[src/tcc_pkg.sv]
/*
  package for the 8-bit timer/counter with two compare channels:
  register offsets, field positions, reset values and mode codes.
  assumes an Avalon-MM slave with 32-bit data, one register per word.
*/
// Summary of operation
// - sync mode set keeps both prescaler reset bits as written, halting counters
// - writing sync mode to zero clears both prescaler reset bits together
// - sync prescaler reset bit resets shared prescaler, self-clears unless sync mode
// - counter and both compare registers are 8 bits wide
// - every interrupt request shows as a flag and has its own mask bit
// - timer clock from prescaled I/O clock, or crystal pin when async select set
// - clock select zero stops the counter
// - bottom is 0x00, max 0xFF, top is 0xFF or compare A by mode
// - counter clears, increments or decrements per the three-bit wave mode field
// - software reads and writes the counter at any time
// - a counter write beats any clear or count in the same cycle
// - overflow flag set per wave mode and usable as interrupt source
// - equality of counter and compare sets compare flag at next timer clock
// - a set compare flag with its mask bit raises an interrupt request
// - compare flag clears on service or by writing one to it
// - waveform output built from match, wave mode, output mode, top and bottom
// - compare double buffering on in PWM modes, off in normal and clear-on-compare
// - buffered compare value moves to active register only at top or bottom
// - compare writes reach buffer when buffered, active register otherwise
// - normal mode counts up, wraps 0xFF to zero, overflow set at zero
// - clear-on-compare mode resets counter to zero at compare A match
// - a counter write blocks all compare matches in the next timer clock
// - force strobe in non-PWM modes updates output only, no flag, no clear
package tcc_pkg;
  localparam logic [5:0] OFS_CTRL_A = 6'h00;
  localparam logic [5:0] OFS_CTRL_B = 6'h04;
  localparam logic [5:0] OFS_COUNT = 6'h08;
  localparam logic [5:0] OFS_CMP_A = 6'h0C;
  localparam logic [5:0] OFS_CMP_B = 6'h10;
  localparam logic [5:0] OFS_IMASK = 6'h14;
  localparam logic [5:0] OFS_IFLAG = 6'h18;
  localparam logic [5:0] OFS_ASYNC = 6'h1C;
  localparam logic [5:0] OFS_SYNC = 6'h20;
  localparam logic [5:0] OFS_SERVICE = 6'h24;
  localparam logic [5:0] OFS_POWER = 6'h28;
  // control A: [7:6] out mode A, [5:4] out mode B, [1:0] wave mode bits 1:0
  localparam int COMA_POS = 6;
  localparam int COMB_POS = 4;
  // control B: [7] force A, [6] force B, [3] wave mode bit 2, [2:0] clock select
  localparam int FOCA_POS = 7;
  localparam int FOCB_POS = 6;
  localparam int WGM2_POS = 3;
  // flag and mask: [2] compare B, [1] compare A, [0] overflow
  localparam int FL_OVF = 0;
  localparam int FL_CA = 1;
  localparam int FL_CB = 2;
  localparam int SYNC_MODE_POS = 7;
  localparam int ASYNC_PRE_POS = 1;
  localparam int SYNC_PRE_POS = 0;
  localparam logic [7:0] BOTTOM_VAL = 8'h00;
  localparam logic [7:0] MAX_VAL = 8'hFF;
  localparam logic [7:0] RST_BYTE = 8'h00;
  localparam logic [9:0] PRE_RST = 10'h000;
  localparam logic [31:0] UNMAPPED_READ = 32'h0000_0000;
  typedef enum logic [2:0] {
    WM_NORMAL = 3'h0, WM_PC_FF = 3'h1, WM_CTC = 3'h2, WM_FAST_FF = 3'h3,
    WM_RSV4 = 3'h4, WM_PC_OCA = 3'h5, WM_RSV6 = 3'h6, WM_FAST_OCA = 3'h7
  } tcc_wave_t;
  typedef enum logic [1:0] {
    BS_IDLE = 2'h0, BS_ANSWER = 2'h1
  } tcc_bus_t;
endpackage

[src/tcc_timer.sv]
/*
  8-bit timer/counter with two double-buffered compare channels and
  the timer synchronisation control. assumes a single 100 MHz clock
  that also samples the crystal pin input, and an Avalon-MM master.
*/
`timescale 1ns/1ps
module tcc_timer (
  // clock and reset
  input wire logic clock,
  input wire logic rst_b,
  // avalon-mm slave
  input wire logic [5:0] address,
  input wire logic read,
  input wire logic write,
  input wire logic [3:0] byteenable,
  input wire logic [31:0] writedata,
  output logic [31:0] readdata,
  output logic waitrequest,
  // crystal oscillator pin, sampled
  input wire logic crystalPinIn,
  // interrupt service acknowledge, one pulse per serviced source
  input wire logic [2:0] irqServiced,
  // waveform and interrupt outputs
  output logic compareOutA,
  output logic compareOutB,
  output logic [2:0] irqRequest,
  output logic syncPrescalerRstOut
);
  logic [7:0] ctrlA_ff, ctrlB_ff, counterValue_ff, cmpA_ff, cmpB_ff, bufA_ff, bufB_ff;
  logic [2:0] irqMask_ff, irqFlag_ff;
  logic asyncSel_ff, powerReduce_ff, syncMode_ff, asyncPre_ff, syncPre_ff;
  logic [9:0] prescale_ff;
  logic crystalSmp_ff, crystalOld_ff, blockMatch_ff, waitAns_ff;
  logic outA_ff, outB_ff;
  logic [31:0] readdata_ff;
  tcc_pkg::tcc_bus_t busState_ff;
  logic wrStb, tick, isPwm, atTop, atBottom, countUp_ff;
  logic matchA, matchB, forceA, forceB;
  logic [2:0] clkSel;
  tcc_pkg::tcc_wave_t waveMode;
  logic [7:0] topVal, nxt_counter;

  assign waveMode = tcc_pkg::tcc_wave_t'({ctrlB_ff[tcc_pkg::WGM2_POS], ctrlA_ff[1:0]});
  assign clkSel = ctrlB_ff[2:0];
  assign isPwm = (waveMode != tcc_pkg::WM_NORMAL) && (waveMode != tcc_pkg::WM_CTC);
  assign topVal = (waveMode == tcc_pkg::WM_CTC || waveMode == tcc_pkg::WM_PC_OCA ||
                   waveMode == tcc_pkg::WM_FAST_OCA) ? cmpA_ff : tcc_pkg::MAX_VAL;
  assign atTop = (counterValue_ff == topVal);
  assign atBottom = (counterValue_ff == tcc_pkg::BOTTOM_VAL);
  // bus: one wait cycle, answer on the second edge of a request
  assign wrStb = write && (busState_ff == tcc_pkg::BS_ANSWER) && byteenable[0];

  always_ff @(posedge clock) begin
    if (!rst_b) begin
      busState_ff <= tcc_pkg::BS_IDLE;
      waitAns_ff <= 1'b1;
    end else if (busState_ff == tcc_pkg::BS_IDLE && (read || write)) begin
      busState_ff <= tcc_pkg::BS_ANSWER;
      waitAns_ff <= 1'b0;
    end else begin
      busState_ff <= tcc_pkg::BS_IDLE;
      waitAns_ff <= 1'b1;
    end
  end
  assign waitrequest = waitAns_ff;

  always_ff @(posedge clock) begin
    if (!rst_b) begin
      readdata_ff <= 32'h0000_0000;
    end else if ((read || write) && busState_ff == tcc_pkg::BS_IDLE) begin
      unique case (address)
        tcc_pkg::OFS_CTRL_A: readdata_ff <= {24'h000000, ctrlA_ff};
        tcc_pkg::OFS_CTRL_B: readdata_ff <= {24'h000000, 2'h0, ctrlB_ff[5:0]};
        tcc_pkg::OFS_COUNT: readdata_ff <= {24'h000000, counterValue_ff};
        tcc_pkg::OFS_CMP_A: readdata_ff <= {24'h000000, isPwm ? bufA_ff : cmpA_ff};
        tcc_pkg::OFS_CMP_B: readdata_ff <= {24'h000000, isPwm ? bufB_ff : cmpB_ff};
        tcc_pkg::OFS_IMASK: readdata_ff <= {29'h0, irqMask_ff};
        tcc_pkg::OFS_IFLAG: readdata_ff <= {29'h0, irqFlag_ff};
        tcc_pkg::OFS_ASYNC: readdata_ff <= {31'h0, asyncSel_ff};
        tcc_pkg::OFS_SYNC: readdata_ff <= {24'h000000, syncMode_ff, 5'h00, asyncPre_ff, syncPre_ff};
        tcc_pkg::OFS_POWER: readdata_ff <= {31'h0, powerReduce_ff};
        default: readdata_ff <= tcc_pkg::UNMAPPED_READ;
      endcase
    end
  end
  assign readdata = readdata_ff;

  // control registers; force bits are strobes and never stored
  always_ff @(posedge clock) begin
    if (!rst_b) begin
      ctrlA_ff <= tcc_pkg::RST_BYTE;
      ctrlB_ff <= tcc_pkg::RST_BYTE;
      irqMask_ff <= 3'h0;
      asyncSel_ff <= 1'b0;
      powerReduce_ff <= 1'b0;
    end else if (wrStb) begin
      if (address == tcc_pkg::OFS_CTRL_A) ctrlA_ff <= writedata[7:0];
      if (address == tcc_pkg::OFS_CTRL_B) ctrlB_ff <= {2'h0, writedata[5:0]};
      if (address == tcc_pkg::OFS_IMASK) irqMask_ff <= writedata[2:0];
      if (address == tcc_pkg::OFS_ASYNC) asyncSel_ff <= writedata[0];
      if (address == tcc_pkg::OFS_POWER) powerReduce_ff <= writedata[0];
    end
  end
  assign forceA = wrStb && address == tcc_pkg::OFS_CTRL_B && writedata[tcc_pkg::FOCA_POS];
  assign forceB = wrStb && address == tcc_pkg::OFS_CTRL_B && writedata[tcc_pkg::FOCB_POS];

  // synchronisation control
  always_ff @(posedge clock) begin
    if (!rst_b) begin
      syncMode_ff <= 1'b0;
      asyncPre_ff <= 1'b0;
      syncPre_ff <= 1'b0;
    end else if (wrStb && address == tcc_pkg::OFS_SYNC) begin
      syncMode_ff <= writedata[tcc_pkg::SYNC_MODE_POS];
      // with sync mode clear both bits drop, so all counters restart together
      asyncPre_ff <= writedata[tcc_pkg::SYNC_MODE_POS] &
                     writedata[tcc_pkg::ASYNC_PRE_POS];
      syncPre_ff <= writedata[tcc_pkg::SYNC_MODE_POS] &
                    writedata[tcc_pkg::SYNC_PRE_POS];
    end
  end
  // the shared prescaler sits outside; this pulse or held level resets it
  always_ff @(posedge clock) begin
    if (!rst_b) syncPrescalerRstOut <= 1'b0;
    else syncPrescalerRstOut <= syncPre_ff ||
      (wrStb && address == tcc_pkg::OFS_SYNC && writedata[tcc_pkg::SYNC_PRE_POS]);
  end

  // own prescaler, fed by io clock or sampled crystal edges
  always_ff @(posedge clock) begin
    if (!rst_b) begin
      crystalSmp_ff <= 1'b0;
      crystalOld_ff <= 1'b0;
    end else begin
      crystalSmp_ff <= crystalPinIn;
      crystalOld_ff <= crystalSmp_ff;
    end
  end
  logic srcTick;
  assign srcTick = asyncSel_ff ? (crystalSmp_ff & ~crystalOld_ff) : 1'b1;
  always_ff @(posedge clock) begin
    if (!rst_b || asyncPre_ff) prescale_ff <= tcc_pkg::PRE_RST;
    else if (srcTick) prescale_ff <= prescale_ff + 10'h001;
  end
  // taps are left fixed: tap choice is not modelled, select 1 = undivided
  always_comb begin
    unique case (clkSel)
      3'h0: tick = 1'b0;
      3'h1: tick = srcTick;
      3'h2: tick = srcTick && prescale_ff[2:0] == 3'h7;
      3'h3: tick = srcTick && prescale_ff[4:0] == 5'h1F;
      3'h4: tick = srcTick && prescale_ff[5:0] == 6'h3F;
      3'h5: tick = srcTick && prescale_ff[6:0] == 7'h7F;
      3'h6: tick = srcTick && prescale_ff[7:0] == 8'hFF;
      3'h7: tick = srcTick && prescale_ff == 10'h3FF;
    endcase
  end
  logic run;
  assign run = tick && !powerReduce_ff && !asyncPre_ff;

  // counter unit
  always_comb begin
    nxt_counter = counterValue_ff;
    unique case (waveMode)
      tcc_pkg::WM_PC_FF, tcc_pkg::WM_PC_OCA:
        nxt_counter = (countUp_ff && !atTop) || atBottom ?
                      counterValue_ff + 8'h01 : counterValue_ff - 8'h01;
      default:
        nxt_counter = (atTop && waveMode != tcc_pkg::WM_NORMAL) ?
                      tcc_pkg::BOTTOM_VAL : counterValue_ff + 8'h01;
    endcase
  end
  always_ff @(posedge clock) begin
    if (!rst_b) begin
      counterValue_ff <= tcc_pkg::RST_BYTE;
      countUp_ff <= 1'b1;
    end else if (wrStb && address == tcc_pkg::OFS_COUNT) begin
      counterValue_ff <= writedata[7:0];
    end else if (run) begin
      counterValue_ff <= nxt_counter;
      if (atTop) countUp_ff <= 1'b0;
      else if (atBottom) countUp_ff <= 1'b1;
    end
  end

  // a counter write blocks matches until the next timer clock has passed
  always_ff @(posedge clock) begin
    if (!rst_b) blockMatch_ff <= 1'b0;
    else if (wrStb && address == tcc_pkg::OFS_COUNT) blockMatch_ff <= 1'b1;
    else if (run) blockMatch_ff <= 1'b0;
  end
  assign matchA = run && !blockMatch_ff && counterValue_ff == cmpA_ff;
  assign matchB = run && !blockMatch_ff && counterValue_ff == cmpB_ff;

  // compare registers and buffers
  logic updTime;
  assign updTime = run && ((waveMode == tcc_pkg::WM_FAST_FF ||
    waveMode == tcc_pkg::WM_FAST_OCA) ? atBottom : atTop);
  always_ff @(posedge clock) begin
    if (!rst_b) begin
      cmpA_ff <= tcc_pkg::RST_BYTE;
      cmpB_ff <= tcc_pkg::RST_BYTE;
      bufA_ff <= tcc_pkg::RST_BYTE;
      bufB_ff <= tcc_pkg::RST_BYTE;
    end else begin
      if (wrStb && address == tcc_pkg::OFS_CMP_A) bufA_ff <= writedata[7:0];
      if (wrStb && address == tcc_pkg::OFS_CMP_B) bufB_ff <= writedata[7:0];
      if (!isPwm) begin
        if (wrStb && address == tcc_pkg::OFS_CMP_A) cmpA_ff <= writedata[7:0];
        if (wrStb && address == tcc_pkg::OFS_CMP_B) cmpB_ff <= writedata[7:0];
      end else if (updTime) begin
        cmpA_ff <= bufA_ff;
        cmpB_ff <= bufB_ff;
      end
    end
  end

  // flags: a hardware set beats a clear in the same cycle
  logic [2:0] setFlag, clrFlag;
  logic ovfEvent;
  assign ovfEvent = run && (isPwm ? ((waveMode == tcc_pkg::WM_PC_FF ||
    waveMode == tcc_pkg::WM_PC_OCA) ? atBottom : atTop) :
    counterValue_ff == tcc_pkg::MAX_VAL);
  assign setFlag = {matchB, matchA, ovfEvent};
  assign clrFlag = irqServiced |
    ((wrStb && address == tcc_pkg::OFS_IFLAG) ? writedata[2:0] : 3'h0);
  always_ff @(posedge clock) begin
    if (!rst_b) irqFlag_ff <= 3'h0;
    else irqFlag_ff <= setFlag | (irqFlag_ff & ~clrFlag);
  end
  always_ff @(posedge clock) begin
    if (!rst_b) irqRequest <= 3'h0;
    else irqRequest <= irqFlag_ff & irqMask_ff & ~clrFlag;
  end

  // waveform generator; pin unit and direction control are outside
  function automatic logic waveNext(input logic cur, input logic [1:0] com,
                                    input logic match, input logic frc);
    logic r;
    r = cur;
    if (!isPwm) begin
      if (match || frc) begin
        unique case (com)
          2'h0: r = cur;
          2'h1: r = ~cur;
          2'h2: r = 1'b0;
          2'h3: r = 1'b1;
        endcase
      end
    end else if (com[1]) begin
      if (match) r = countUp_ff ? com[0] : ~com[0];
      else if (updTime && atBottom && waveMode[0]) r = ~com[0];
    end
    return r;
  endfunction
  always_ff @(posedge clock) begin
    if (!rst_b) begin
      outA_ff <= 1'b0;
      outB_ff <= 1'b0;
    end else begin
      outA_ff <= waveNext(outA_ff, ctrlA_ff[tcc_pkg::COMA_POS +: 2], matchA, forceA);
      outB_ff <= waveNext(outB_ff, ctrlA_ff[tcc_pkg::COMB_POS +: 2], matchB, forceB);
    end
  end
  assign compareOutA = outA_ff;
  assign compareOutB = outB_ff;
endmodule

[config.mk]
export PLATFORM = sky130hd
export DESIGN_NAME = tcc_timer
export DESIGN_NICKNAME = d
export VERILOG_FILES = /design/src/tcc_pkg.sv /design/src/tcc_timer.sv
export SDC_FILE = /design/constraint.sdc
export NUM_CORES = 1
export LEC_CHECK = 0
export BUFFER_PORTS_ARGS = -buffer_cell sky130_fd_sc_hd__buf_4
export CORE_ASPECT_RATIO = 1.25
export CORE_MARGIN = 2
export CORE_UTILIZATION = 52
export DETAILED_ROUTE_END_ITERATION = 7
export PLACE_DENSITY = 0.78
export SETUP_SLACK_MARGIN = 0.1
export SLEW_MARGIN = 5
export SYNTH_ARGS = -nofsm -noshare
export SYNTH_HDL_FRONTEND = slang
export SYNTH_SLANG_ARGS = --single-unit
export TNS_END_PERCENT = 1
[constraint.sdc]
create_clock -name clock -period 2.9 [get_ports clock]
set_input_delay 0.58 -clock clock [delete_from_list [all_inputs] [get_ports clock]]
set_output_delay 0.58 -clock clock [all_outputs]
set_load 0.01 [all_outputs]
==> results of run 1 <==
-- path summary, 6_finish.rpt --
path / startpoint / cells after the start / to / slack, ns
hold / removal: crystalPinIn / 2 / crystalSmp_ff / 0.44
hold reg to reg: crystalSmp_ff / 2 / crystalOld_ff / 0.45
setup / recovery: counterValue_ff[2] / 7 / counterValue_ff[4] / 0.18
setup reg to reg: counterValue_ff[2] / 7 / counterValue_ff[4] / 0.18
-- logic make-up (layout without fill, tap and decap cells) --
| kind of cell | Yosys count | in the layout |
|---|---|---|
| AOI/OAI and AO/OA | 138 | 138 |
| xor gates and xnor gates | 17 | 17 |
| adders and majority gates | 6 | 6 |
| buffers and inverters | 77 | 96 |
| DFF | 95 | 95 |
| muxes | 46 | 46 |
| other | 1 | 24 |
| and+or+nand+nor | 315 | 315 |
-- worst reg2reg max path, stage by stage (launching register included) --
cell and delay, ns:
dfxtp_1 0.42, a222oi_1 0.53, and4_4 0.34, o211ai_4 0.14, a211oi_4 0.40, mux2_2 0.37, or3_1 0.30, a31oi_1 0.15
-- power by group through the flow --
stage	clock [mW]	combinational [mW]	sequential (mW)
4_1_cts	1.18	0.172	1.32
3_5_place_dp	0	0.171	1.35
3_3_place_gp	0	0.166	1.35
5_1_grt	1.22	0.192	1.32
6_report	1.17	0.176	1.32
2_1_floorplan	0	0.126	1.35
-- routing by layer --
metal	global-route usage	up-vias	wire length [um]
met5	0	-	0
li1	-	2437	-
met2	0.447	308	7430
met3	0.0583	75	1330
met1	0.344	2450	5950
met4	0.193	0	975
-- final cells by class --
cell class | instances | area, um2 | share of cell area
Clock buffer | 9 | 225 | 0.0368
Clock inverter | 7 | 63.8 | 0.0104
Inverter | 15 | 56.3 | 0.00920
Multi-Input combinational cell | 546 | 3210 | 0.525
Sequential cell | 95 | 1900 | 0.311
Tap cell | 129 | 161 | 0.0264
Timing Repair Buffer | 65 | 500 | 0.0818
-- state kept, by name, indices dropped and copies added (netlist names), 3 cells and up --
register / flops
ctrlA_ff: 8
irqFlag_ff: 3
ctrlB_ff: 6
cmpA_ff: 8
readdata: 8
cmpB_ff: 8
irqMask_ff: 3
bufB_ff: 8
bufA_ff: 8
counterValue_ff: 8
prescale_ff: 10
irqRequest: 3
-- cell usage after synthesis, drive strengths merged, types with 2 or more instances --
cell type  number  area [um2]
a211oi          7        77.6
a21bo           2        20.0
a21o            6        45.0
a21oi          60         304
a221oi          5        43.8
a222oi          5        50.1
a22oi           2        15.0
a31oi           4        25.0
a32o            2        20.0
and2            5        31.3
and3           12        80.1
buf            30         223
clkbuf         32         120
dfxtp          95        1900
ha              6        75.1
inv            15        56.3
mux2            4        45.0
mux2i          42         420
nand2         148         556
nand2b         10        62.6
nand3          31         155
nand3b          2        15.0
nand4           4        25.0
nor2           58         225
nor2b          10        62.6
nor3           10        61.3
nor3b           5        37.5
nor4            6        37.5
o2111ai         2        17.5
o211ai          4        43.8
o21ai          15        75.1
o21bai          2        15.0
o22ai           4        25.0
o31ai           3        22.5
o41ai           2        25.0
or2             4        25.0
or2b            2        15.0
or3             3        18.8
or4             2        15.0
xnor2           4        35.0
xor2           13         114
-- per-stage QoR --
| step | instance area (um2) | hold slack [ns] | std cells | utilization | setup WS, ns |
|---|---|---|---|---|---|
| 5_1_grt | 6120 | 0.443 | 866 | 0.606 | 0.0595 |
| 4_1_cts | 6100 | 0.436 | 866 | 0.604 | 0.171 |
| 3_5_place_dp | 5810 | 0.437 | 850 | 0.575 | 0.193 |
| 2_1_floorplan | 5490 | 0.416 | 718 | - | 0.351 |
| 6_report | 6120 | 0.438 | 866 | 0.606 | 0.175 |
| 3_3_place_gp | 5810 | 0.439 | 850 | 0.575 | 0.241 |
-- timing repair --
action | 4_1_cts | 5_1_grt
resized for setup | 0 | 3
hold buffers | 0 | 0
setup endpoints to repair | 0 | 3
==> summary.md, run 1 <==
| Metric | Value |
|---|---|
| DR vias/cell | `around 6.1` |
| Sw power | `between 0.6 and 0.7 mW` |
| Initial antenna violation count | `0` |
| Fraction of registers with async set/reset | `0` |
| CTS tree | `yes` |
| Number of flops mapped to enable cells by yosys | `0` |
| Final #Nets | `788` |
| CTS Sinks | `95` |
| Post-Route Setup TNS | `0 ns` |
| Maximum clock frequency | `between 0.3 and 0.4 GHz` |
| H-tree Lvls | `3` |
| Power Dens Cells | `roughly 440 nW/um2` |
| DP HPWL | `roughly 11 mm` |
| Clk network pwr share | `0.438` |
| Unrepaired setup endpoints after global routing | `yes` |
| # rows | `41` |
| Synthesized flop and latch total | `95` |
| Prevailing post-synth register cell | `dfxtp_1` |
| Leak Pwr | `2.59 nW` |
| Worst Path Buf+Inv | `0` |
| Synth Area in Simple Gates | `0.269` |
| Syn Area/Cell | `slightly below 8 um2` |
| Die height | `~120 um` |
| GPL Wtd Cong | `between 0.9 and 1` |
| IO Pins | `just under 90` |
| First-pass GRT wire length | `between 20 and 25 mm` |
| Peak VDD IR | `around 0.38 mV` |
| Overall routing resource usage | `0.285` |
| P&R area growth vs syn | `13.2%` |
| Routed WL per cell | `~18 um` |
| Worst setup EP type | `register` |
| DR iter-0 viols | `just over 600` |
| Compound-Gate Fraction of Synth Area | `0.178` |
| DRC violations left | `0` |
| Vias in the first global route | `4959` |
| CP Launch Type | `register` |
| Largest family of logic cells by synthesized area | `simple AND/OR/NAND/NOR gates` |
| Clock buffer depth | `2` |
| Comb pwr share | `0.066` |
| Postcts setup bufs | `0` |
| Pint | `1.97 mW` |
| Max Cap Viol | `0` |
| Initial DRT Pass Iterations | `7` |
| Post-synthesis sequential area ratio | `0.352` |
| Final setup viols | `0` |
| Net Sw Frac | `0.261` |
| Most common cell after layout, fill and taps aside | `nand2_1` |
| Layout cell share with drive strength beyond 1 | `0.144` |
| Cell Area, Synth | `around 5400 um2` |
| CP arrival | `3.01 ns` |
| Total Power | `roughly 2.7 mW` |
| N_diodes | `0` |
| Syn Inst Count | `slightly below 700` |
| Worst path cell trace | `a222oi_1 > and4_4 > o211ai_4 > a211oi_4 > mux2_2 > or3_1 > a31oi_1` |
| Global route overflow | `0` |
| Commonest non-fill, non-tap cells in the layout | `148 x nand2_1, 95 x dfxtp_1, 64 x buf_4` |
| Worst-path clk slew | `approximately 0.070 ns` |
| Crit-path slowest cell | `a222oi_1` |
| Die area | `around 11000 um2` |
| Core Region | `10100 um2` |
| Root buffer cell | `clkbuf_16` |
| Largest net degree at the start of global routing | `48` |
| Initial Util | `0.535` |
| Delay-heaviest family, CP | `compound AO/OA/AOI/OAI gates` |
| Final min period | `approximately 2.7 ns` |
| DR vias | `5270` |
| Period Utilization, post-route | `0.940` |
| Max-slew headroom | `0.548` |
| Die Wd | `between 90 and 100 um` |
| Yosys warns | `0` |
| Status | `finished, final reports clean` |
| Setup Skew | `approximately 0.011 ns` |
| Max-slew violations | `0` |
| Hold WC Path Type | `in2reg` |
| Synth Area in XOR/XNOR | `0.0275` |
| Final wirelength | `between 15 and 20 mm` |
| Critical path class | `reg2reg` |
| Cts bufs inserted | `9` |
| Clk Latency, worst-skew pair | `between 0.3 and 0.4 ns` |
| # fillers | `869` |
| Cell variety after synth | `between 70 and 80` |
| Port-buffer cells | `37` |
| Hold Fails Final Rpt | `0` |
| Tightest Pin Transition | `approximately 0.67 ns` |
| Post-synthesis mux area share | `0.0861` |
| CP required | `between 3 and 4 ns` |
| Sequential share of power | `0.496` |
| CP max FO | `9` |
| Post-DRT Antenna Nets | `0` |
| CP max stage delay | `about 0.53 ns` |
| Post-synthesis adder-cell area fraction | `0.0139` |
(Power assumes the default switching activity.)
==> inputs of run 2 (changes only) <==
Settings changed: CELL_PAD_IN_SITES_DETAIL_PLACEMENT set to 2, CELL_PAD_IN_SITES_GLOBAL_PLACEMENT set to 2, CORE_UTILIZATION 52 to 33, PLACE_DENSITY 0.78 to 0.84, SKIP_LAST_GASP set to 1.
==> summary.md, run 2 (synthesized netlist as in run 1, its figures left out) <==
| Metric | Value |
|---|---|
| Status | `finished, final reports clean` |
| WHS Endpoint | `crystalSmp_ff` |
| Clk Latency, worst-skew pair | `~0.36 ns` |
| Routed WL per cell | `23.1 um` |
| # rows | `52` |
| Setup Skew | `0.0137 ns` |
| Total Power | `between 2 and 3 mW` |
| Worst path cell trace | `ha_2 > nand3_1 > or2_0 > o32a_1 > or2_4 > nor3_1 > buf_4 > nor3_4 > buf_4 > mux2i_1` |
| Unrepaired setup endpoints after global routing | `yes` |
| Layout cell share with drive strength beyond 1 | `0.151` |
| Initial Util | `0.335` |
| Final wirelength | `~22 mm` |
| Final min period | `approximately 2.7 ns` |
| IO Pins | `between 80 and 90` |
| Post-DRT Antenna Nets | `0` |
| Crit-path slowest cell | `dfxtp_1` |
| DR vias/cell | `5.63` |
| Most used cell along the critical path | `buf_4` |
| Pint | `approximately 2.2 mW` |
| CP arrival | `2.92 ns` |
| Max FFs per register | `10` |
| Maximum clock frequency | `between 0.3 and 0.4 GHz` |
| Most common cell after layout, fill and taps aside | `nand2_1` |
| R2R cell count | `10` |
| Max-slew violations | `0` |
| H-tree Lvls | `3` |
| R2r endpoint | `cmpA_ff[2]` |
| Overall routing resource usage | `0.257` |
| # fillers | `~1900` |
| Reg area | `1900 um2` |
| Leak Pwr | `2.63 nW` |
| Clk network pwr share | `0.477` |
| Root buffer cell | `clkbuf_16` |
| Multi-input gate area | `3210 um2` |
| Hold Fails Final Rpt | `0` |
| Worst setup EP type | `register` |
| Port-buffer cells | `37` |
| N_diodes | `0` |
| Hold WC Path Type | `in2reg` |
| Commonest non-fill, non-tap cells in the layout | `148 x nand2_1, 93 x dfxtp_1, 67 x buf_4` |
| Vias in the first global route | `about 6000` |
| Placement Setup Slack | `-0.0353 ns` |
| Hold_sp | `crystalPinIn` |
| Post-place instance area | `roughly 6000 um2` |
| Net Sw Frac | `0.253` |
| Comb pwr share | `0.067` |
| CP max FO | `9` |
| Hold path cells | `2` |
| Die area | `17400 um2` |
| Power Dens Cells | `approximately 460 nW/um2` |
| Reg-to-reg slack, setup | `approximately 0.22 ns` |
| Cts bufs inserted | `9` |
| CP max stage delay | `around 0.38 ns` |
| DR vias | `roughly 5400` |
| RR Startpoint | `prescale_ff[0]` |
| Clock buffer depth | `2` |
| Initial DRT Pass Iterations | `5` |
| First-pass GRT wire length | `34.5 mm` |
| DP HPWL | `around 16 mm` |
| Period Utilization, post-route | `0.924` |
| Hold buffers post-CTS | `0` |
| Largest net degree at the start of global routing | `48` |
| Placed Instances | `between 900 and 1000` |
| DR iter-0 viols | `about 240` |
| DRC violations left | `0` |
| CP Launch Type | `register` |
| Sequential share of power | `0.456` |
| P&R area growth vs syn | `16.5%` |
| Tightest Pin Transition | `0.747 ns` |
| Peak VDD IR | `about 0.24 mV` |
| Max-slew headroom | `0.498` |
| Sw power | `about 0.73 mW` |
| Final #Nets | `slightly below 800` |
| Initial antenna violation count | `0` |
| Global route overflow | `0` |
| WHS | `around 0.43 ns` |
| GPL Wtd Cong | `a little over 0.9` |
| Design area | `between 6000 and 7000 um2` |
| Worst-path clk slew | `0.07 ns` |
| Die height | `roughly 150 um` |
| Critical path class | `reg2reg` |
| CTS Sinks | `95` |
| Final WS setup | `approximately 0.22 ns` |
| CP required | `about 3.1 ns` |
| Core Region | `between 15000 and 20000 um2` |
| Max Cap Viol | `0` |
| Largest Register | `prescale_ff` |
| CTS tree | `yes` |
| Final setup viols | `0` |
| Die Wd | `roughly 120 um` |
| Final Non-Filler Cells | `around 960` |
-- run 2: how the worst max path moves through the flow --
| stage | startpoint | end | slack [ns] | cells past startpoint |
|---|---|---|---|---|
| after floorplan | counterValue_ff[0] | counterValue_ff[4] | 0.35 | 9 |
| after global placement | prescale_ff[0] | cmpB_ff[4] | 0.16 | 10 |
| after detailed placement | prescale_ff[0] | cmpB_ff[4] | -0.04 | 10 |
| after CTS | prescale_ff[0] | compareOutB | -0.03 | 9 |
| after global routing | prescale_ff[0] | counterValue_ff[7] | 0.07 | 10 |
| final | prescale_ff[0] | cmpA_ff[2] | 0.22 | 10 |
-- run 2: final cells by class --
cell class	count	area share
Multi-Input combinational cell	546	0.510
Sequential cell	95	0.302
Timing Repair Buffer	68	0.0830
Tap cell	216	0.0429
Clock buffer	11	0.0385
Clock inverter	5	0.0141
Inverter	15	0.00894
-- run 2: layer usage --
metal	share of wire	GRT usage
met1	0.38	0.277
met2	0.53	0.468
met3	0.041	0.0415
met4	0.053	0.155
met5	0	0
-- run 2: power groups by stage --
stage          Sequential, mW  Clock (mW)  Combinational (mW)
2_1_floorplan            1.35           0               0.126
3_3_place_gp             1.35           0               0.175
3_5_place_dp             1.35           0               0.187
4_1_cts                  1.32        1.40               0.191
5_1_grt                  1.32        1.44               0.210
6_report                 1.32        1.38               0.193
-- run 2: worst max-delay path: cells and delay by family (launching register included) --
family,cells,cell delay (ns)
buffers and inverters,2,0.42
DFF,1,0.38
muxes,1,0.13
AOI/OAI and AO/OA,1,0.38
adders and majority gates,1,0.21
and+or+nand+nor,5,1.03
-- run 2: what timing repair did --
action                                  CTS  global route
pin swaps                                 1             1
resized for setup                         0             6
cloned                                    0             0
setup buffers                             1             0
endpoints found under the setup margin    9            23
endpoints found under the hold margin     0             0
-- run 2: metrics by stage --
stage / utilization / setup TNS [ns]
final: 0.390 / 0
after floorplan: - / 0
after detailed placement: 0.368 / -0.0582
after global placement: 0.368 / 0
after global routing: 0.390 / 0
after CTS: 0.389 / -0.0319
==> inputs of run 3 (changes only) <==
Settings changed: CELL_PAD_IN_SITES_DETAIL_PLACEMENT 2 to 1, CELL_PAD_IN_SITES_GLOBAL_PLACEMENT 2 to 1, CORE_UTILIZATION 33 to 42, PLACE_DENSITY 0.84 to 0.85.
==> summary.md, run 3 (synthesized netlist as in run 1, its figures left out) <==
| Metric | Value |
|---|---|
| Status | `finished, final reports clean` |
| Die height | `about 130 um` |
| Gr busiest metal | `met2` |
| Clock buffer depth | `2` |
| CP max FO | `8` |
| Hold_sp | `crystalSmp_ff` |
| Critical path class | `reg2reg` |
| Period Utilization, post-route | `0.923` |
| Post-DRT Antenna Nets | `0` |
| R2r endpoint | `compareOutA` |
| IO Pins | `89` |
| CP Launch Type | `register` |
| Post-Route Setup TNS | `0 ns` |
| N_diodes | `0` |
| R2R cell count | `10` |
| Hold WC Path Type | `reg2reg` |
| Max FFs per register | `10` |
| Final #Nets | `between 700 and 800` |
| Core Region | `12600 um2` |
| Largest Register | `prescale_ff` |
| Comb pwr share | `0.064` |
| Placement Setup Slack | `about 0.13 ns` |
| GR met2 Demand/Resource | `0.466` |
| CP required | `slightly above 3 ns` |
| Cts bufs inserted | `9` |
| GPL Wtd Cong | `0.899` |
| DR vias/cell | `between 5 and 6` |
| Leak Pwr | `roughly 2.7 nW` |
| Maximum clock frequency | `approximately 0.37 GHz` |
| Most common cell after layout, fill and taps aside | `nand2_1` |
| WHS Endpoint | `crystalOld_ff` |
| Root buffer cell | `clkbuf_16` |
| Die area | `between 10000 and 15000 um2` |
| Reg-to-reg slack, setup | `approximately 0.22 ns` |
| Initial antenna violation count | `0` |
| Final setup viols | `0` |
| Overall routing resource usage | `0.273` |
| Die Wd | `between 100 and 150 um` |
| First-pass GRT wire length | `approximately 29 mm` |
| Setup Skew | `0.0120 ns` |
| RR Startpoint | `prescale_ff[0]` |
| DP HPWL | `between 10 and 15 mm` |
| Hold Fails Final Rpt | `0` |
| DR iter-0 viols | `between 400 and 500` |
| Worst setup EP type | `register` |
| Layout cell share with drive strength beyond 1 | `0.149` |
| Commonest non-fill, non-tap cells in the layout | `148 x nand2_1, 94 x dfxtp_1, 71 x buf_4` |
| # rows | `46` |
| Max-slew headroom | `0.516` |
| Power Dens Cells | `between 400 and 500 nW/um2` |
| Max Cap Viol | `0` |
| Met1 Use GR | `0.306` |
| Global route overflow | `0` |
| DRC violations left | `0` |
| Sequential share of power | `0.464` |
| DR vias | `around 5300` |
| Pint | `roughly 2.2 mW` |
| Clk Latency, worst-skew pair | `approximately 0.35 ns` |
| Hold path cells | `2` |
| Tightest Pin Transition | `~0.7 ns` |
| Peak VDD IR | `0.306 mV` |
| Net Sw Frac | `0.241` |
| Final WS setup | `around 0.22 ns` |
| Max-slew violations | `0` |
| Final wirelength | `around 19 mm` |
| CTS Sinks | `95` |
| Final min period | `between 2 and 3 ns` |
| Met3 Usage GRT | `0.0526` |
| Largest net degree at the start of global routing | `48` |
| Port-buffer cells | `37` |
| Clk network pwr share | `0.472` |
| Unrepaired setup endpoints after global routing | `yes` |
| Worst-path clk slew | `~0.070 ns` |
| CTS tree | `yes` |
| CP arrival | `~2.9 ns` |
| Vias in the first global route | `roughly 5500` |
| P&R area growth vs syn | `15.6%` |
| Initial DRT Pass Iterations | `5` |
| H-tree Lvls | `3` |
| Routed WL per cell | `20.5 um` |
| Initial Util | `0.429` |
| Sw power | `0.686 mW` |
run 3: cell types whose count changed in the layout (fill, tap and decap cells not counted), sizes merged:
| cell | previous run | this run |
|---|---|---|
| buf | 68 | 72 |
run 3: power by group through the flow:
stage / Clock [mW] / Sequential [mW] / Combinational (mW)
CTS: 1.36 / 1.32 / 0.179
global route: 1.41 / 1.32 / 0.198
global placement: 0 / 1.35 / 0.170
floorplan: 0 / 1.35 / 0.126
finish: 1.35 / 1.32 / 0.182
detailed placement: 0 / 1.35 / 0.177
run 3: critical path: stages (launching register included):
cell,delay (ns)
dfxtp_1,0.37
ha_1,0.20
nand3_1,0.08
or2_0,0.23
o32a_1,0.36
or2_4,0.29
buf_4,0.18
a211o_1,0.29
a31o_2,0.28
a211oi_1,0.18
a211oi_1,0.07
run 3: routing by layer:
metal,vias up,wire (um)
li1,2452,-
met1,2598,7160
met2,210,9210
met3,81,997
met4,0,1300
met5,-,0
run 3: final cells by class:
type                       count  area (um2)
clock buffer                  11         243
clock inverter                 5        88.8
fill                        1575        6350
inverter                      15        56.3
multi-input combinational    546        3200
sequential                    95        1900
tap                          168         210
timing repair buffer          72         553
run 3: metrics by stage:
stage | util | hold WS (ns) | cells | power (mW) | cell area, um2
3_3_place_gp | 0.465 | 0.440 | 891 | 1.52 | 5870
6_report | 0.496 | 0.451 | 912 | 2.85 | 6250
5_1_grt | 0.496 | 0.454 | 912 | 2.93 | 6250
4_1_cts | 0.492 | 0.454 | 907 | 2.85 | 6200
3_5_place_dp | 0.465 | 0.443 | 891 | 1.53 | 5870
2_1_floorplan | - | 0.416 | 718 | 1.48 | 5490
run 3: worst max-delay path by stage:
stage                       startpoint                  to  slack [ns]
floorplan           counterValue_ff[0]  counterValue_ff[4]        0.35
global placement        prescale_ff[0]          cmpB_ff[5]        0.19
detailed placement      prescale_ff[0]          cmpB_ff[5]        0.13
CTS                 counterValue_ff[0]  counterValue_ff[4]        0.08
global route            prescale_ff[1]         compareOutA        0.07
finish                  prescale_ff[0]         compareOutA        0.22
run 3: repair_timing:
| item | 4_1_cts | 5_1_grt |
|---|---|---|
| buffers inserted | 0 | 5 |
| cloned | 0 | 0 |
| setup endpoints to repair | 3 | 16 |
| gates resized for setup | 0 | 2 |
| pin swaps | 1 | 2 |
| hold buffers | 0 | 0 |
